**src/inc/cscl_pkg.sv**
```systemverilog
// Function
// - count call depth only when enable bit 7 set and depth field not all ones
// - cleared enable suspends counting; next call sets enable again
// - depth field all ones disables counting regardless of enable bit
// - depth field is leading-ones prefix, first zero, then count bits
// - call increments count, return decrements count while counting active
// - counter width shrinks per leading one, six bits to zero; overflow traps
// - carry 31, overflow 30, sticky 29, advance 28, sticky advance 27
// - carry-using adds write carry to bit 31; carry-in is old bit 31
// - status bits 23:16 read zero after reset and after a write (write mask clears 26:14)
// - lowest user level denies peripherals and interrupt enable changes
// - second user level allows common peripherals and interrupt disable
// - supervisor allows system registers, all peripherals, interrupt disable
// - interrupt dispatch is done in hardware without scheduling software
// - hardware saves task context in the link register only; status word is not saved
// - link register holds prior priority 31:24 and prior enable 23
// - bit 22 tags lower or upper context; mismatch on restore traps
// - save-area pointer is segment 19:16 and offset 15:0
// - privilege field 11:10: 00 user0, 01 user1, 10 supervisor
// - user0 access to peripheral-space region is blocked and traps
`default_nettype none
package cscl_pkg;
  localparam logic [15:0] link_offset_addr = 16'hfe00;
  localparam logic [15:0] status_word_addr = 16'hfe04;
  localparam int cde_pos = 7;
  localparam int carry_pos = 31;
  localparam int ovf_pos = 30;
  localparam int sovf_pos = 29;
  localparam int aovf_pos = 28;
  localparam int saovf_pos = 27;
  localparam int priv_lsb = 10;
  localparam int kind_pos = 22;
  localparam int pie_pos = 23;
  localparam logic [31:0] status_wmask = 32'hf800_3fff;
  localparam logic [31:0] link_wmask = 32'hffcf_ffff;
  localparam logic [31:0] status_reset = 32'h0000_0b80;
  localparam logic [31:0] link_reset = 32'h0000_0000;
  localparam logic [1:0] priv_user0 = 2'h0;
  localparam logic [1:0] priv_user1 = 2'h1;
  localparam logic [1:0] priv_super = 2'h2;
endpackage
`default_nettype wire

```
**src/verilog/cscl_depth.sv**
```systemverilog
`default_nettype none
// combinational call-depth step; pure logic so it can be reused per event
module cscl_depth (
  input wire logic [6:0] field,
  input wire logic enable,
  input wire logic call_op,
  input wire logic ret_op,
  output logic [6:0] next_field,
  output logic next_enable,
  output logic overflow
);
  logic [6:0] cmask;
  logic active;
  always_comb
  begin
    // find width: count leading ones
    cmask = 7'h3f;
    if (field[6] == 1'b0) cmask = 7'h3f;
    else if (field[5] == 1'b0) cmask = 7'h1f;
    else if (field[4] == 1'b0) cmask = 7'h0f;
    else if (field[3] == 1'b0) cmask = 7'h07;
    else if (field[2] == 1'b0) cmask = 7'h03;
    else if (field[1] == 1'b0) cmask = 7'h01;
    else cmask = 7'h00;
    active = enable && (field != 7'h7f);
    next_field = field;
    next_enable = enable;
    overflow = 1'b0;
    if (active && call_op)
    begin
      // overflow when count portion is already full
      overflow = ((field & cmask) == cmask);
      next_field = (field & ~cmask) | ((field + 7'h01) & cmask);
    end
    else if (active && ret_op)
      next_field = (field & ~cmask) | ((field - 7'h01) & cmask);
    if (call_op && !enable)
      next_enable = 1'b1;
  end
endmodule
`default_nettype wire

```
**src/verilog/cscl_priv.sv**
```systemverilog
`default_nettype none
// privilege checks from the two-bit level field
module cscl_priv (
  input wire logic [1:0] level,
  input wire logic periph_req,
  input wire logic sysreg_req,
  input wire logic irq_disable_req,
  input wire logic irq_enable_req,
  output logic periph_ok,
  output logic sysreg_ok,
  output logic irq_change_ok,
  output logic prot_fault
);
  always_comb
  begin
    periph_ok = 1'b0;
    sysreg_ok = 1'b0;
    irq_change_ok = 1'b0;
    if (level == cscl_pkg::priv_user1)
    begin
      periph_ok = 1'b1;
      irq_change_ok = irq_disable_req && !irq_enable_req;
    end
    else if (level == cscl_pkg::priv_super)
    begin
      periph_ok = 1'b1;
      sysreg_ok = 1'b1;
      irq_change_ok = 1'b1;
    end
    // user0 and reserved code: nothing permitted
    prot_fault = (periph_req && !periph_ok)
      || (sysreg_req && !sysreg_ok)
      || ((irq_disable_req || irq_enable_req) && !irq_change_ok);
  end
endmodule
`default_nettype wire

```
**src/verilog/cscl_core_state.sv**
```systemverilog
`default_nettype none
module cscl_core_state (
  input wire logic clk,
  input wire logic rst_b,
  // core register move port
  input wire logic reg_wr,
  input wire logic reg_rd,
  input wire logic [15:0] reg_addr,
  input wire logic [31:0] reg_wdata,
  output logic [31:0] reg_rdata,
  output logic reg_err,
  // execution events
  input wire logic call_op,
  input wire logic ret_op,
  input wire logic carry_wr,
  input wire logic carry_out,
  input wire logic [4:0] flag_wr,
  input wire logic [4:0] flag_val,
  // access checks
  input wire logic periph_req,
  input wire logic sysreg_req,
  input wire logic irq_disable_req,
  input wire logic irq_enable_req,
  // interrupt entry and context restore
  input wire logic irq_take,
  input wire logic [7:0] cur_priority,
  input wire logic cur_irq_enable,
  input wire logic [19:0] save_ptr,
  input wire logic save_kind,
  input wire logic restore_op,
  input wire logic restore_expect,
  output logic carry_in,
  output logic [1:0] priv_level,
  output logic access_ok,
  output logic depth_trap,
  output logic prot_trap,
  output logic context_trap,
  output logic irq_dispatch,
  output logic [19:0] prev_ptr,
  output logic [7:0] prev_priority,
  output logic prev_irq_enable
);
  // ==========================================================
  // state
  typedef struct packed {
    logic [31:0] status;
    logic [31:0] link;
    logic [31:0] rdata;
    logic err;
    logic ok;
    logic dtrap;
    logic ptrap;
    logic ctrap;
    logic disp;
  } cscl_state_s;

  cscl_state_s q;
  cscl_state_s next_q;

  logic [6:0] d_field;
  logic d_enable;
  logic d_ovf;
  logic p_periph;
  logic p_sys;
  logic p_irq;
  logic p_fault;

  // ==========================================================
  // helpers
  cscl_depth u_depth (
    .field(q.status[6:0]),
    .enable(q.status[cscl_pkg::cde_pos]),
    .call_op(call_op),
    .ret_op(ret_op),
    .next_field(d_field),
    .next_enable(d_enable),
    .overflow(d_ovf)
  );

  cscl_priv u_priv (
    .level(q.status[cscl_pkg::priv_lsb +: 2]),
    .periph_req(periph_req),
    .sysreg_req(sysreg_req),
    .irq_disable_req(irq_disable_req),
    .irq_enable_req(irq_enable_req),
    .periph_ok(p_periph),
    .sysreg_ok(p_sys),
    .irq_change_ok(p_irq),
    .prot_fault(p_fault)
  );

  // ==========================================================
  // next state
  always_comb
  begin
    next_q = q;
    next_q.err = 1'b0;
    next_q.dtrap = 1'b0;
    next_q.ptrap = 1'b0;
    next_q.ctrap = 1'b0;
    next_q.disp = 1'b0;
    next_q.rdata = 32'h0000_0000;
    // moves from core registers; status bits 26:14 and link bits 21:20 never stored so read zero
    if (reg_rd)
    begin
      if (reg_addr == cscl_pkg::link_offset_addr)
        next_q.rdata = q.link & cscl_pkg::link_wmask;
      else if (reg_addr == cscl_pkg::status_word_addr)
        next_q.rdata = q.status;
      else
        next_q.err = 1'b1;
    end
    // execution side effects
    next_q.status[6:0] = d_field;
    next_q.status[cscl_pkg::cde_pos] = d_enable;
    next_q.dtrap = d_ovf;
    if (carry_wr)
      next_q.status[cscl_pkg::carry_pos] = carry_out;
    for (int i = 0; i < 5; i++)
    begin
      if (flag_wr[i])
        next_q.status[cscl_pkg::saovf_pos + i] = flag_val[i];
    end
    next_q.ok = (periph_req || sysreg_req || irq_disable_req
      || irq_enable_req) && !p_fault;
    next_q.ptrap = p_fault;
    // hardware interrupt entry saves link state
    if (irq_take)
    begin
      next_q.disp = 1'b1;
      next_q.link = {cur_priority, cur_irq_enable, save_kind, 2'h0,
        save_ptr};
    end
    if (restore_op && restore_expect != q.link[cscl_pkg::kind_pos])
      next_q.ctrap = 1'b1;
    // software write takes priority over side effects; reserved masked
    if (reg_wr)
    begin
      if (reg_addr == cscl_pkg::link_offset_addr)
        next_q.link = reg_wdata & cscl_pkg::link_wmask;
      else if (reg_addr == cscl_pkg::status_word_addr)
        next_q.status = reg_wdata & cscl_pkg::status_wmask;
      else
        next_q.err = 1'b1;
    end
  end

  // ==========================================================
  // registers
  always_ff @(posedge clk)
  begin
    if (!rst_b)
    begin
      q <= '0;
      q.status <= cscl_pkg::status_reset;
      q.link <= cscl_pkg::link_reset;
    end
    else
      q <= next_q;
  end

  assign reg_rdata = q.rdata;
  assign reg_err = q.err;
  assign carry_in = q.status[cscl_pkg::carry_pos];
  assign priv_level = q.status[cscl_pkg::priv_lsb +: 2];
  assign access_ok = q.ok;
  assign depth_trap = q.dtrap;
  assign prot_trap = q.ptrap;
  assign context_trap = q.ctrap;
  assign irq_dispatch = q.disp;
  assign prev_ptr = q.link[19:0];
  assign prev_priority = q.link[31:24];
  assign prev_irq_enable = q.link[cscl_pkg::pie_pos];
endmodule
`default_nettype wire

```
**config.mk**
```make
export PLATFORM = sky130hd
export DESIGN_NAME = cscl_core_state
export DESIGN_NICKNAME = d
export VERILOG_FILES = /design/src/inc/cscl_pkg.sv /design/src/verilog/cscl_depth.sv /design/src/verilog/cscl_priv.sv /design/src/verilog/cscl_core_state.sv
export SDC_FILE = /design/constraint.sdc
export NUM_CORES = 1
export LEC_CHECK = 0
export BUFFER_PORTS_ARGS = -buffer_cell sky130_fd_sc_hd__buf_2
export CORE_MARGIN = 2
export CORE_UTILIZATION = 48
export DETAILED_ROUTE_END_ITERATION = 12
export GPL_TIMING_DRIVEN = 0
export HOLD_SLACK_MARGIN = 0.06
export PLACE_DENSITY = 0.85
export SKIP_LAST_GASP = 1
export SYNTH_ARGS = -nofsm -noshare
export SYNTH_HDL_FRONTEND = slang
export SYNTH_SLANG_ARGS = --single-unit
```
**constraint.sdc**
```tcl
create_clock -name clk -period 2.7 [get_ports clk]
set_input_delay 0.81 -clock clk [delete_from_list [all_inputs] [get_ports clk]]
set_output_delay 0.81 -clock clk [all_outputs]
set_load 0.05 [all_outputs]
```
* Yosys cells after proc, flatten, opt, wreduce, memory -nomap -nowiden *
Cells that the tools add are included.

storage, ports and cells
  input port bits = 103
  word-level logic and storage cells = 86
  bits in registers = 87
  output and inout bits = 70

operators by class
  bitwise operators = 8
  add/sub/neg operators = 2
  mux-type cells = 34
  equal/unequal tests = 7
  reductions and logical operators = 25

operators with widths
  kind                                                  count
  2-to-1 mux 32 bit                                     6
  2-to-1 mux 64 bit                                     1
  2-to-1 mux 7 bit                                      7
  equality test 16 bit (second input constant)          2
  AND 7 bit                                             4
  2-to-1 mux 1 bit                                      20
  OR 7 bit                                              2
  logical AND 1 bit                                     10
  adder 7 x 1 -> 7 bit (second input constant)          1
  equality test 7 bit                                   1
  != test 7 bit (second input constant)                 1
  inverter 7 bit                                        1
  subtractor 7 x 1 -> 7 bit (second input constant)     1
  zero test 1 bit                                       6
  logical OR 1 bit                                      6
  AND reduction 2 bit                                   2
  AND reduction 3 bit                                   1
  equality test 2 x 1 -> 1 bit (second input constant)  1
  equality test 2 bit (second input constant)           1
  != test 1 bit                                         1
  inverter 1 bit                                        1

* Depth between registers and ports, before layout *
Gate-level depths: netlist (run 1).

  depth in word-level cells = 14
  depth in mapped cells = 8
  mapped depth without buffers = 7

* By module *
Synthesis (run 1) repeated with hierarchy kept, for this count alone.

second synthesis, totals
  cells, all modules = 461
  area, all modules = 4424.2 µm²

modules (own cells, without submodules)
  module           instances  seq. area each (µm²)  area an instance (µm²)  cells an instance
  cscl_core_state  1          1701.6                3946.3                  391
  cscl_depth       1          0.0                   382.9                   56
  cscl_priv        1          0.0                   95.1                    14

* Least setup slack after synthesis (run 1) *
No wires, ideal clock.

  path kind = input to register
  start point = in reg_addr[0]
  end point = reg q (netlist bit prev_irq_enable)
  required time = 2584 ps
  library setup time = 116 ps
  cell stages on the path = 6
  buffers on the path = 2
  slack = 356 ps
  data arrival time = 2227 ps
  cell sequence = or4b_4 > nor4_2 > nand2b_1 > buf_2 > buf_6 > o211a_1

between the ends
  longest elaborated chain between the ends = 3

ends and longest elaborated chain
  item                    line                    text
  start: declaration      cscl_core_state.sv:8    input wire logic [15:0] reg_addr,
  equality test 16 bit    cscl_core_state.sv:139  if (reg_addr == cscl_pkg::link_offset_addr)
  2-to-1 mux 32 bit       cscl_core_state.sv:139
  2-to-1 mux 64 bit       cscl_core_state.sv:137  if (reg_wr)
  end signal: assignment  cscl_core_state.sv:159  q <= next_q;
  end: declaration        cscl_core_state.sv:57   cscl_state_s q;

No other way between the ends.
A chain may end at the register's enable or synchronous reset.

* Final worst setup path (run 1) *
  start point = in reg_addr[0]
  end point = reg q[74] in the netlist's numbering

between the ends
  longest elaborated chain between the ends = 4
  elaborated cells between the ends (all ways) = 5
  classes of those cells = 2 x eq/ne; 3 x mux

ends and longest elaborated chain
  item                  line                    text
  equality test 16 bit  cscl_core_state.sv:141  else if (reg_addr == cscl_pkg::status_word_addr)
  2-to-1 mux 32 bit     cscl_core_state.sv:141
  2-to-1 mux 32 bit *   cscl_core_state.sv:139
  2-to-1 mux 64 bit *   cscl_core_state.sv:137

Every way passes the cells marked *; elsewhere a longest branch is shown, timed or not.

==> reports/qor.txt, run 1 <==
RSZ-0062 raised after global routing: false
CTS root buf: clkbuf_8
Routed len/inst: 15.5 microns
Leading cell type in the layout, fill and taps excluded: buf_2
Final wirelength: 11.1 mm
Power Density: 537 nW/um^2
Die height: 97.1 microns
DR iter-0 viols: 98
Final Critical Period: 2.33 ns
Post-DP HPWL: 8.49 mm
Tot Pwr: 2890 uW
Syn avg cell area: 9.62 sq um
Mapped Cells: 432
Non-filler cells, final: 721
Vias in the first global route: 3701
H-tree levels: 3
Crit. End Element: flip-flop
Slew HR: 37.6%
# IOs: 173
Status: finished, final reports clean
Final core utilization: 64.8%
Layout cells sized above 1: 42.9%
CP arrival: 2.57 ns
Final nets: 719
CTS sink cnt: 85
Post-synth EDFFs: 0
Setup tns final: 0 ns
Crit share post-route: 86.4%
Post-synth ARST share: 0%
Clk_skew: 0.0109 ns
Largest cells by area after synthesis: dfxtp_1, buf_4, mux2i_1, o211a_1, nand2_1
Max Freq: 429 MHz
Worst skew pair latency: 0.35 ns
Top_reg_cell synth: dfxtp_1
CP required: 2.94 ns
Post-route ant nets: 0
Slowest stage delay, CP: 0.53 ns
DR pass1 iterations: 4
Final WS setup: 0.368 ns
Initial Util: 50.1%
Die area: 9420 sq um
CTS buffer count: 9
Max-slew violation count: 0
Die Width: 97.1 microns
Static leakage: 0.00305 uW
CTS tree: yes
Via density: 5.18
Ys Warns: 0
Core area: 8300 sq um
Row cnt: 33
Distinct cells, synth: 47
Largest net degree at the start of global routing: 15
Vias: 3738
Post-synth top area share: 40.9%
CP max stage cell: or4b_4
Seq/Total Area, Yosys: 40.9%
Crit path buffers/inverters: 2
Post-cts resize count: 0
N_diodes: 0
Most frequent cells in the layout: buf_2, dfxtp_1, buf_4
Max cap viols: 0
First-pass GRT wire length: 17.7 mm
Clock Tree Buf Depth: 2
Setup WS pre-CTS: 0.00609 ns
CP delay by family, top: simple AND/OR/NAND/NOR gates
Post CTS Setup Buffer Count: 0
Post-synth top area cell: dfxtp_1
Placed insts: 705
Final Setup Violations: 0
Hold crit path type: flip-flop to flip-flop
VDD IR-drop max: 238 uV
Actual slew at the worst max-slew pin: 0.937 ns
Initial antenna violation count: 0
Grt ovf: 0
WS Path Type: input pin to flip-flop
CP Max Fanout: 10
Startpoint Class: input pin
Crit-path cells: buf_2, or4b_4, nor4_2, nand2_1, buf_2, o21ai_0, a21oi_1
Count of buffers from port buffering: 167
Synthesized cell area: 4160 sq um
Most frequent CP cell: buf_2
FF+latch count, synth: 85
Final Hold Viols: 0
GRT Overall Usage: 23.1%
Reg clk slew, reported paths: 0.09 ns
Area Overhead vs Synth: 29.3%
DRC viols: 0
GP Congestion: 0.866
Hold_buf cts: 0
-- stage by stage --
step           area [sq um]  hold slack, ns
6_report               5380           0.460
5_1_grt                5380           0.490
4_1_cts                5380           0.462
3_5_place_dp           5130           0.446
3_3_place_gp           5130           0.440
2_1_floorplan          4160           0.430
-- registers in the layout (all words and copies together), names as in the netlist --
signal	count
q	17
prev_ptr	20
prev_priority	8
carry_in	1
priv_level	2
access_ok	1
reg_rdata	30
depth_trap	1
prev_irq_enable	1
reg_err	1
prot_trap	1
irq_dispatch	1
context_trap	1
-- logic make-up after synthesis --
kind of cell	synth area share [%]
other cells	0.0902
compound gates	18.1
buf+inv	16.3
fa+ha+maj	1.50
simple gates	13.4
xor+xnor	1.05
flops	40.9
mux	8.67
-- path summary, 6_finish.rpt --
kind | to | depth (start not counted) | start | slack [ns]
setup reg to reg | depth_trap | 8 | q[74] | 0.51
hold / removal | q[82] | 2 | q[82] | 0.46
hold reg to reg | q[82] | 2 | q[82] | 0.46
setup / recovery | q[74] | 7 | reg_addr[0] | 0.37
-- synthesized netlist by cell type, types with 2 or more instances --
cell type,number
a21boi_0,2
a21boi_1,5
a21oi_1,7
a22o_1,19
and2_1,13
and3_1,3
and4_1,2
and4b_1,2
buf_1,3
buf_2,4
buf_4,65
buf_6,7
clkbuf_1,12
dfxtp_1,85
ha_1,5
inv_1,5
mux2i_1,36
nand2_1,59
nand3_1,7
nand4_1,4
nor2_1,8
o211a_1,34
o211ai_1,3
o21ai_0,14
or4_1,2
xor2_1,5
-- metal layers --
metal  track usage [%]  wire length (microns)  up-vias
met5                 0                      0        -
met3              3.88                    667       22
met2              41.3                   5660      143
li1                  -                      -     1810
met4              9.10                    256        0
met1              27.6                   4550     1763
-- final cells by class --
class	count	area (sq um)
flip-flops and latches	85	1700
plain buffers	92	658
clock inverters	5	106
repair buffers	167	836
multi-input cells	251	1780
well taps	105	131
fillers	685	2920
inverters	5	18.8
clock buffers	11	141
-- power by group --
group          total, uW  internal (uW)  switching (uW)  leakage (uW)
Sequential          1330           1300            33.3      0.000694
Combinational        443            186             257       0.00224
Clock               1110            644             469      0.000120
Total               2890           2130             759       0.00305
-- worst reg2reg max path, stage by stage, from the launching register on --
cell,delay (ns)
dfxtp_1,0.31
clkbuf_1,0.32
nand2_1,0.22
nor2_1,0.22
nand2_1,0.09
ha_1,0.18
and4b_1,0.23
o21ai_0,0.08
a2111oi_0,0.41
(Power assumes the default switching activity.)
==> inputs of run 2 (changes only) <==
ABC_AREA = 1   (was default)
BUFFER_PORTS_ARGS = default   (was -buffer_cell sky130_fd_sc_hd__buf_2)
CORE_UTILIZATION = 59   (was 48)
DONT_BUFFER_PORTS = 1   (was default)
PLACE_DENSITY = 0.8   (was 0.85)
==> run 2 against run 1 <==
  * Flip-flop and latch count unchanged
  * Via count up 5.6%
  * Global-route usage up 6.2 points
  * Hold slack worse by 0.0057 ns
  * Fmax is 23% higher
  * Die area decreased by 16%
  * First-iteration DRC count rose to 2.9 times the previous value
  * Synthesized cell count grew 44%
  * Combinational power decreased by 21%
  * Non-clock buffer count shrank 171
  * Cell count grew 2.2%
  * Critical path type is now flip-flop to flip-flop
==> reports/qor.txt, run 2 <==
Post-synth top cells: nand2_1, dfxtp_1, o21ai_0, nor2_1, buf_4
Post-cts resize count: 0 (unchanged)
Worst skew pair latency: 0.35 ns (about the same)
Mapped Cells: 622 (+44%)
GP Congestion: 0.895 (+3.3%)
Setup tns final: 0 ns (unchanged)
Initial Util: 60.0% (+9.9 points)
Startpoint Class: flip-flop
DR pass1 iterations: 4 (unchanged)
Final Hold Viols: 0 (unchanged)
Post-route ant nets: 0 (unchanged)
Largest net degree at the start of global routing: 16 (+1)
Wire length on met1: 4.91 mm (+7.9%)
Crit share post-route: 70.2% (-16 points)
Via density: 5.36 (+3.3%)
Final Critical Period: 1.89 ns (-0.437 ns)
CP required: 2.95 ns (about the same)
Post-place instance area: 4410 sq um (-14%)
CTS tree: yes
Reg2Reg Launch Point: q[70]
Slew HR: 59.5% (+22 points)
Hold_buf cts: 0 (unchanged)
CTS root buf: clkbuf_8
Top_reg_cell synth: dfxtp_1
WP depth: 9 (+2)
Seq/Total Area, Yosys: 39.7% (-1.2 points)
Leading cell type in the layout, fill and taps excluded: nand2_1
Max Freq: 528 MHz (+23%)
Count leader, synth: nand2_1
Non-filler cells, final: 737 (+2.2%)
Core area: 7140 sq um (-14%)
Grt ovf: 0 (unchanged)
Post-synth top area cell: dfxtp_1
Clock Tree Buf Depth: 2 (unchanged)
Reg clk slew, reported paths: 0.09 ns (about the same)
Status: finished, final reports clean
First-pass GRT wire length: 17.7 mm (+0.28%)
Die Width: 89.2 microns (-8.1%)
VDD IR-drop max: 290 uV (+21%)
Routed len/inst: 15.8 microns (+2.5%)
Vias in the first global route: 3561 (-3.8%)
H-tree levels: 3 (unchanged)
WS Path Type: flip-flop to flip-flop
Crit path buffers/inverters: 0 (-2)
Static leakage: 0.00227 uW (-26%)
# IOs: 173 (unchanged)
R2R depth: 9 (+1)
Placed insts: 722 (+2.4%)
CP delay by family, top: simple AND/OR/NAND/NOR gates
Actual slew at the worst max-slew pin: 0.608 ns (-0.329 ns)
Layout cells sized above 1: 15.2% (-28 points)
Worst setup path start: q[70]
Max reg flops: 30 (unchanged)
Post-synth EDFFs: 0 (unchanged)
Ys Warns: 0 (unchanged)
Initial antenna violation count: 0 (unchanged)
FF+latch count, synth: 85 (unchanged)
Synthesized cell area: 4290 sq um (+3.1%)
Final nets: 742 (+3.2%)
Top Metal Used: met4
Distinct cells, synth: 29 (-38%)
Slowest stage delay, CP: 0.43 ns (-0.10 ns)
Max-slew violation count: 0 (unchanged)
Clk_skew: 0.00837 ns (-0.00252 ns)
Flop2flop setup slack: 0.81 ns (+0.30 ns)
Max cap viols: 0 (unchanged)
Area Overhead vs Synth: 8.12%
Post-DP HPWL: 8.89 mm (+4.8%)
Fin area: 4630 sq um (-14%)
Wire length on met3: 967 microns (+45%)
Post-synth ARST share: 0% (unchanged)
RSZ-0062 raised after global routing: false
Worst r2r dst: q[75]
CP Max Fanout: 6 (-4)
Vias: 3947 (+5.6%)
GRT Overall Usage: 29.3% (+6.2 points)
Final wirelength: 11.7 mm (+4.7%)
Most frequent CP cell: nor2_1
Power Density: 582 nW/um^2 (+8.4%)
Syn avg cell area: 6.89 sq um (-28%)
Crit path to: q[75]
N_diodes: 0 (unchanged)
Met2 WL: 5.67 mm (+0.12%)
Die height: 89.2 microns (-8.1%)
Largest cells by area after synthesis: dfxtp_1, nand2_1, buf_4, o21ai_0, nor2_1
Most frequent cells in the layout: nand2_1, dfxtp_1, o21ai_0
DRC viols: 0 (unchanged)
Final Setup Violations: 0 (unchanged)
Post CTS Setup Buffer Count: 0 (unchanged)
Post-synth top area share: 39.7% (-1.2 points)
Hold crit path type: flip-flop to flip-flop
Crit. End Element: flip-flop
Row cnt: 31 (-6.1%)
CTS buffer count: 9 (unchanged)
Count of buffers from port buffering: 0 (-100%)
CTS sink cnt: 85 (unchanged)
DR iter-0 viols: 283 (+190%)
Die area: 7960 sq um (-16%)
CP arrival: 2.14 ns (-0.43 ns)
Crit-path cells: ha_1, nand3_1, o21ai_1, nor2_1, nand2_1, nand3_1, nand2_1, nor2_1, nor2_1
CP max stage cell: nor2_1
-- run 2: cell types whose count changed after synthesis, moves of 5 or more --
cell / delta
inv_1: +50
and2_1: -13
nand3_1: +29
o21ai_0: +69
mux2i_1: -35
nor2_1: +64
a22o_1: -19
nand2_1: +79
buf_6: -6
a21oi_1: +28
buf_2: +6
a21boi_1: -5
o211a_1: -34
-- run 2: worst register-to-register path: stages, from the launching register on --
cell	delay, ns
dfxtp_1	0.38
ha_1	0.27
nand3_1	0.18
o21ai_1	0.10
nor2_1	0.43
nand2_1	0.14
nand3_1	0.11
nand2_1	0.05
nor2_1	0.09
nor2_1	0.04
-- run 2: area by class of cell --
type | instances | area [sq um]
Fill cell | 703 | 2500
Clock inverter | 6 | 96.3
Sequential cell | 85 | 1700
Clock buffer | 9 | 124
Inverter | 59 | 221
Multi-Input combinational cell | 391 | 1780
Buffer | 88 | 591
Tap cell | 99 | 124
-- run 2: worst min-delay path by stage --
| stage | start | endpoint | slack (ns) | depth (start not counted) |
|---|---|---|---|---|
| after floorplan | prev_ptr[14] | reg_rdata[14] | 0.43 | 2 |
| after global placement | prev_priority[2] | reg_rdata[26] | 0.44 | 2 |
| after detailed placement | prev_ptr[17] | reg_rdata[17] | 0.44 | 2 |
| after CTS | prev_ptr[17] | reg_rdata[17] | 0.45 | 2 |
| after global routing | prev_ptr[17] | reg_rdata[17] | 0.47 | 2 |
| final | prev_ptr[17] | reg_rdata[17] | 0.45 | 2 |
-- run 2: per-layer routing --
| layer | GRT usage [%] | up-vias |
|---|---|---|
| li1 | - | 1938 |
| met2 | 48.1 | 179 |
| met1 | 39.2 | 1819 |
| met5 | 0 | - |
| met3 | 6.37 | 11 |
| met4 | 8.41 | 0 |
-- run 2: power by group --
part           leakage [uW]  internal (uW)  total [uW]  switching [uW]
clock              0.000108            527        1000             477
combinational       0.00147            107         350             243
sequential         0.000694           1290        1340            48.4
total               0.00227           1930        2700             769
-- run 2: cell families (layout without fill, tap and decap cells) --
family | after synthesis | after routing | share of synthesized area [%]
buffers and inverters | 147 | 162 | 18.9
AO/OA/AOI/OAI | 123 | 123 | 14.6
XOR/XNOR | 1 | 1 | 0.204
flip-flops | 85 | 85 | 39.7
multiplexers | 1 | 1 | 0.234
AND/OR/NAND/NOR | 259 | 259 | 24.8
other | 1 | 2 | 0.0875
adder cells (fa/ha/maj) | 5 | 5 | 1.46
-- run 2: through the flow --
step	utilization, %	power [uW]	hold WS [ns]	setup WS [ns]
global route	64.9	2810	0.468	0.642
global placement	61.8	1710	0.436	0.520
CTS	64.9	2700	0.453	0.807
floorplan	-	1660	0.425	0.833
finish	64.9	2700	0.455	0.806
detailed placement	61.8	1720	0.438	0.505
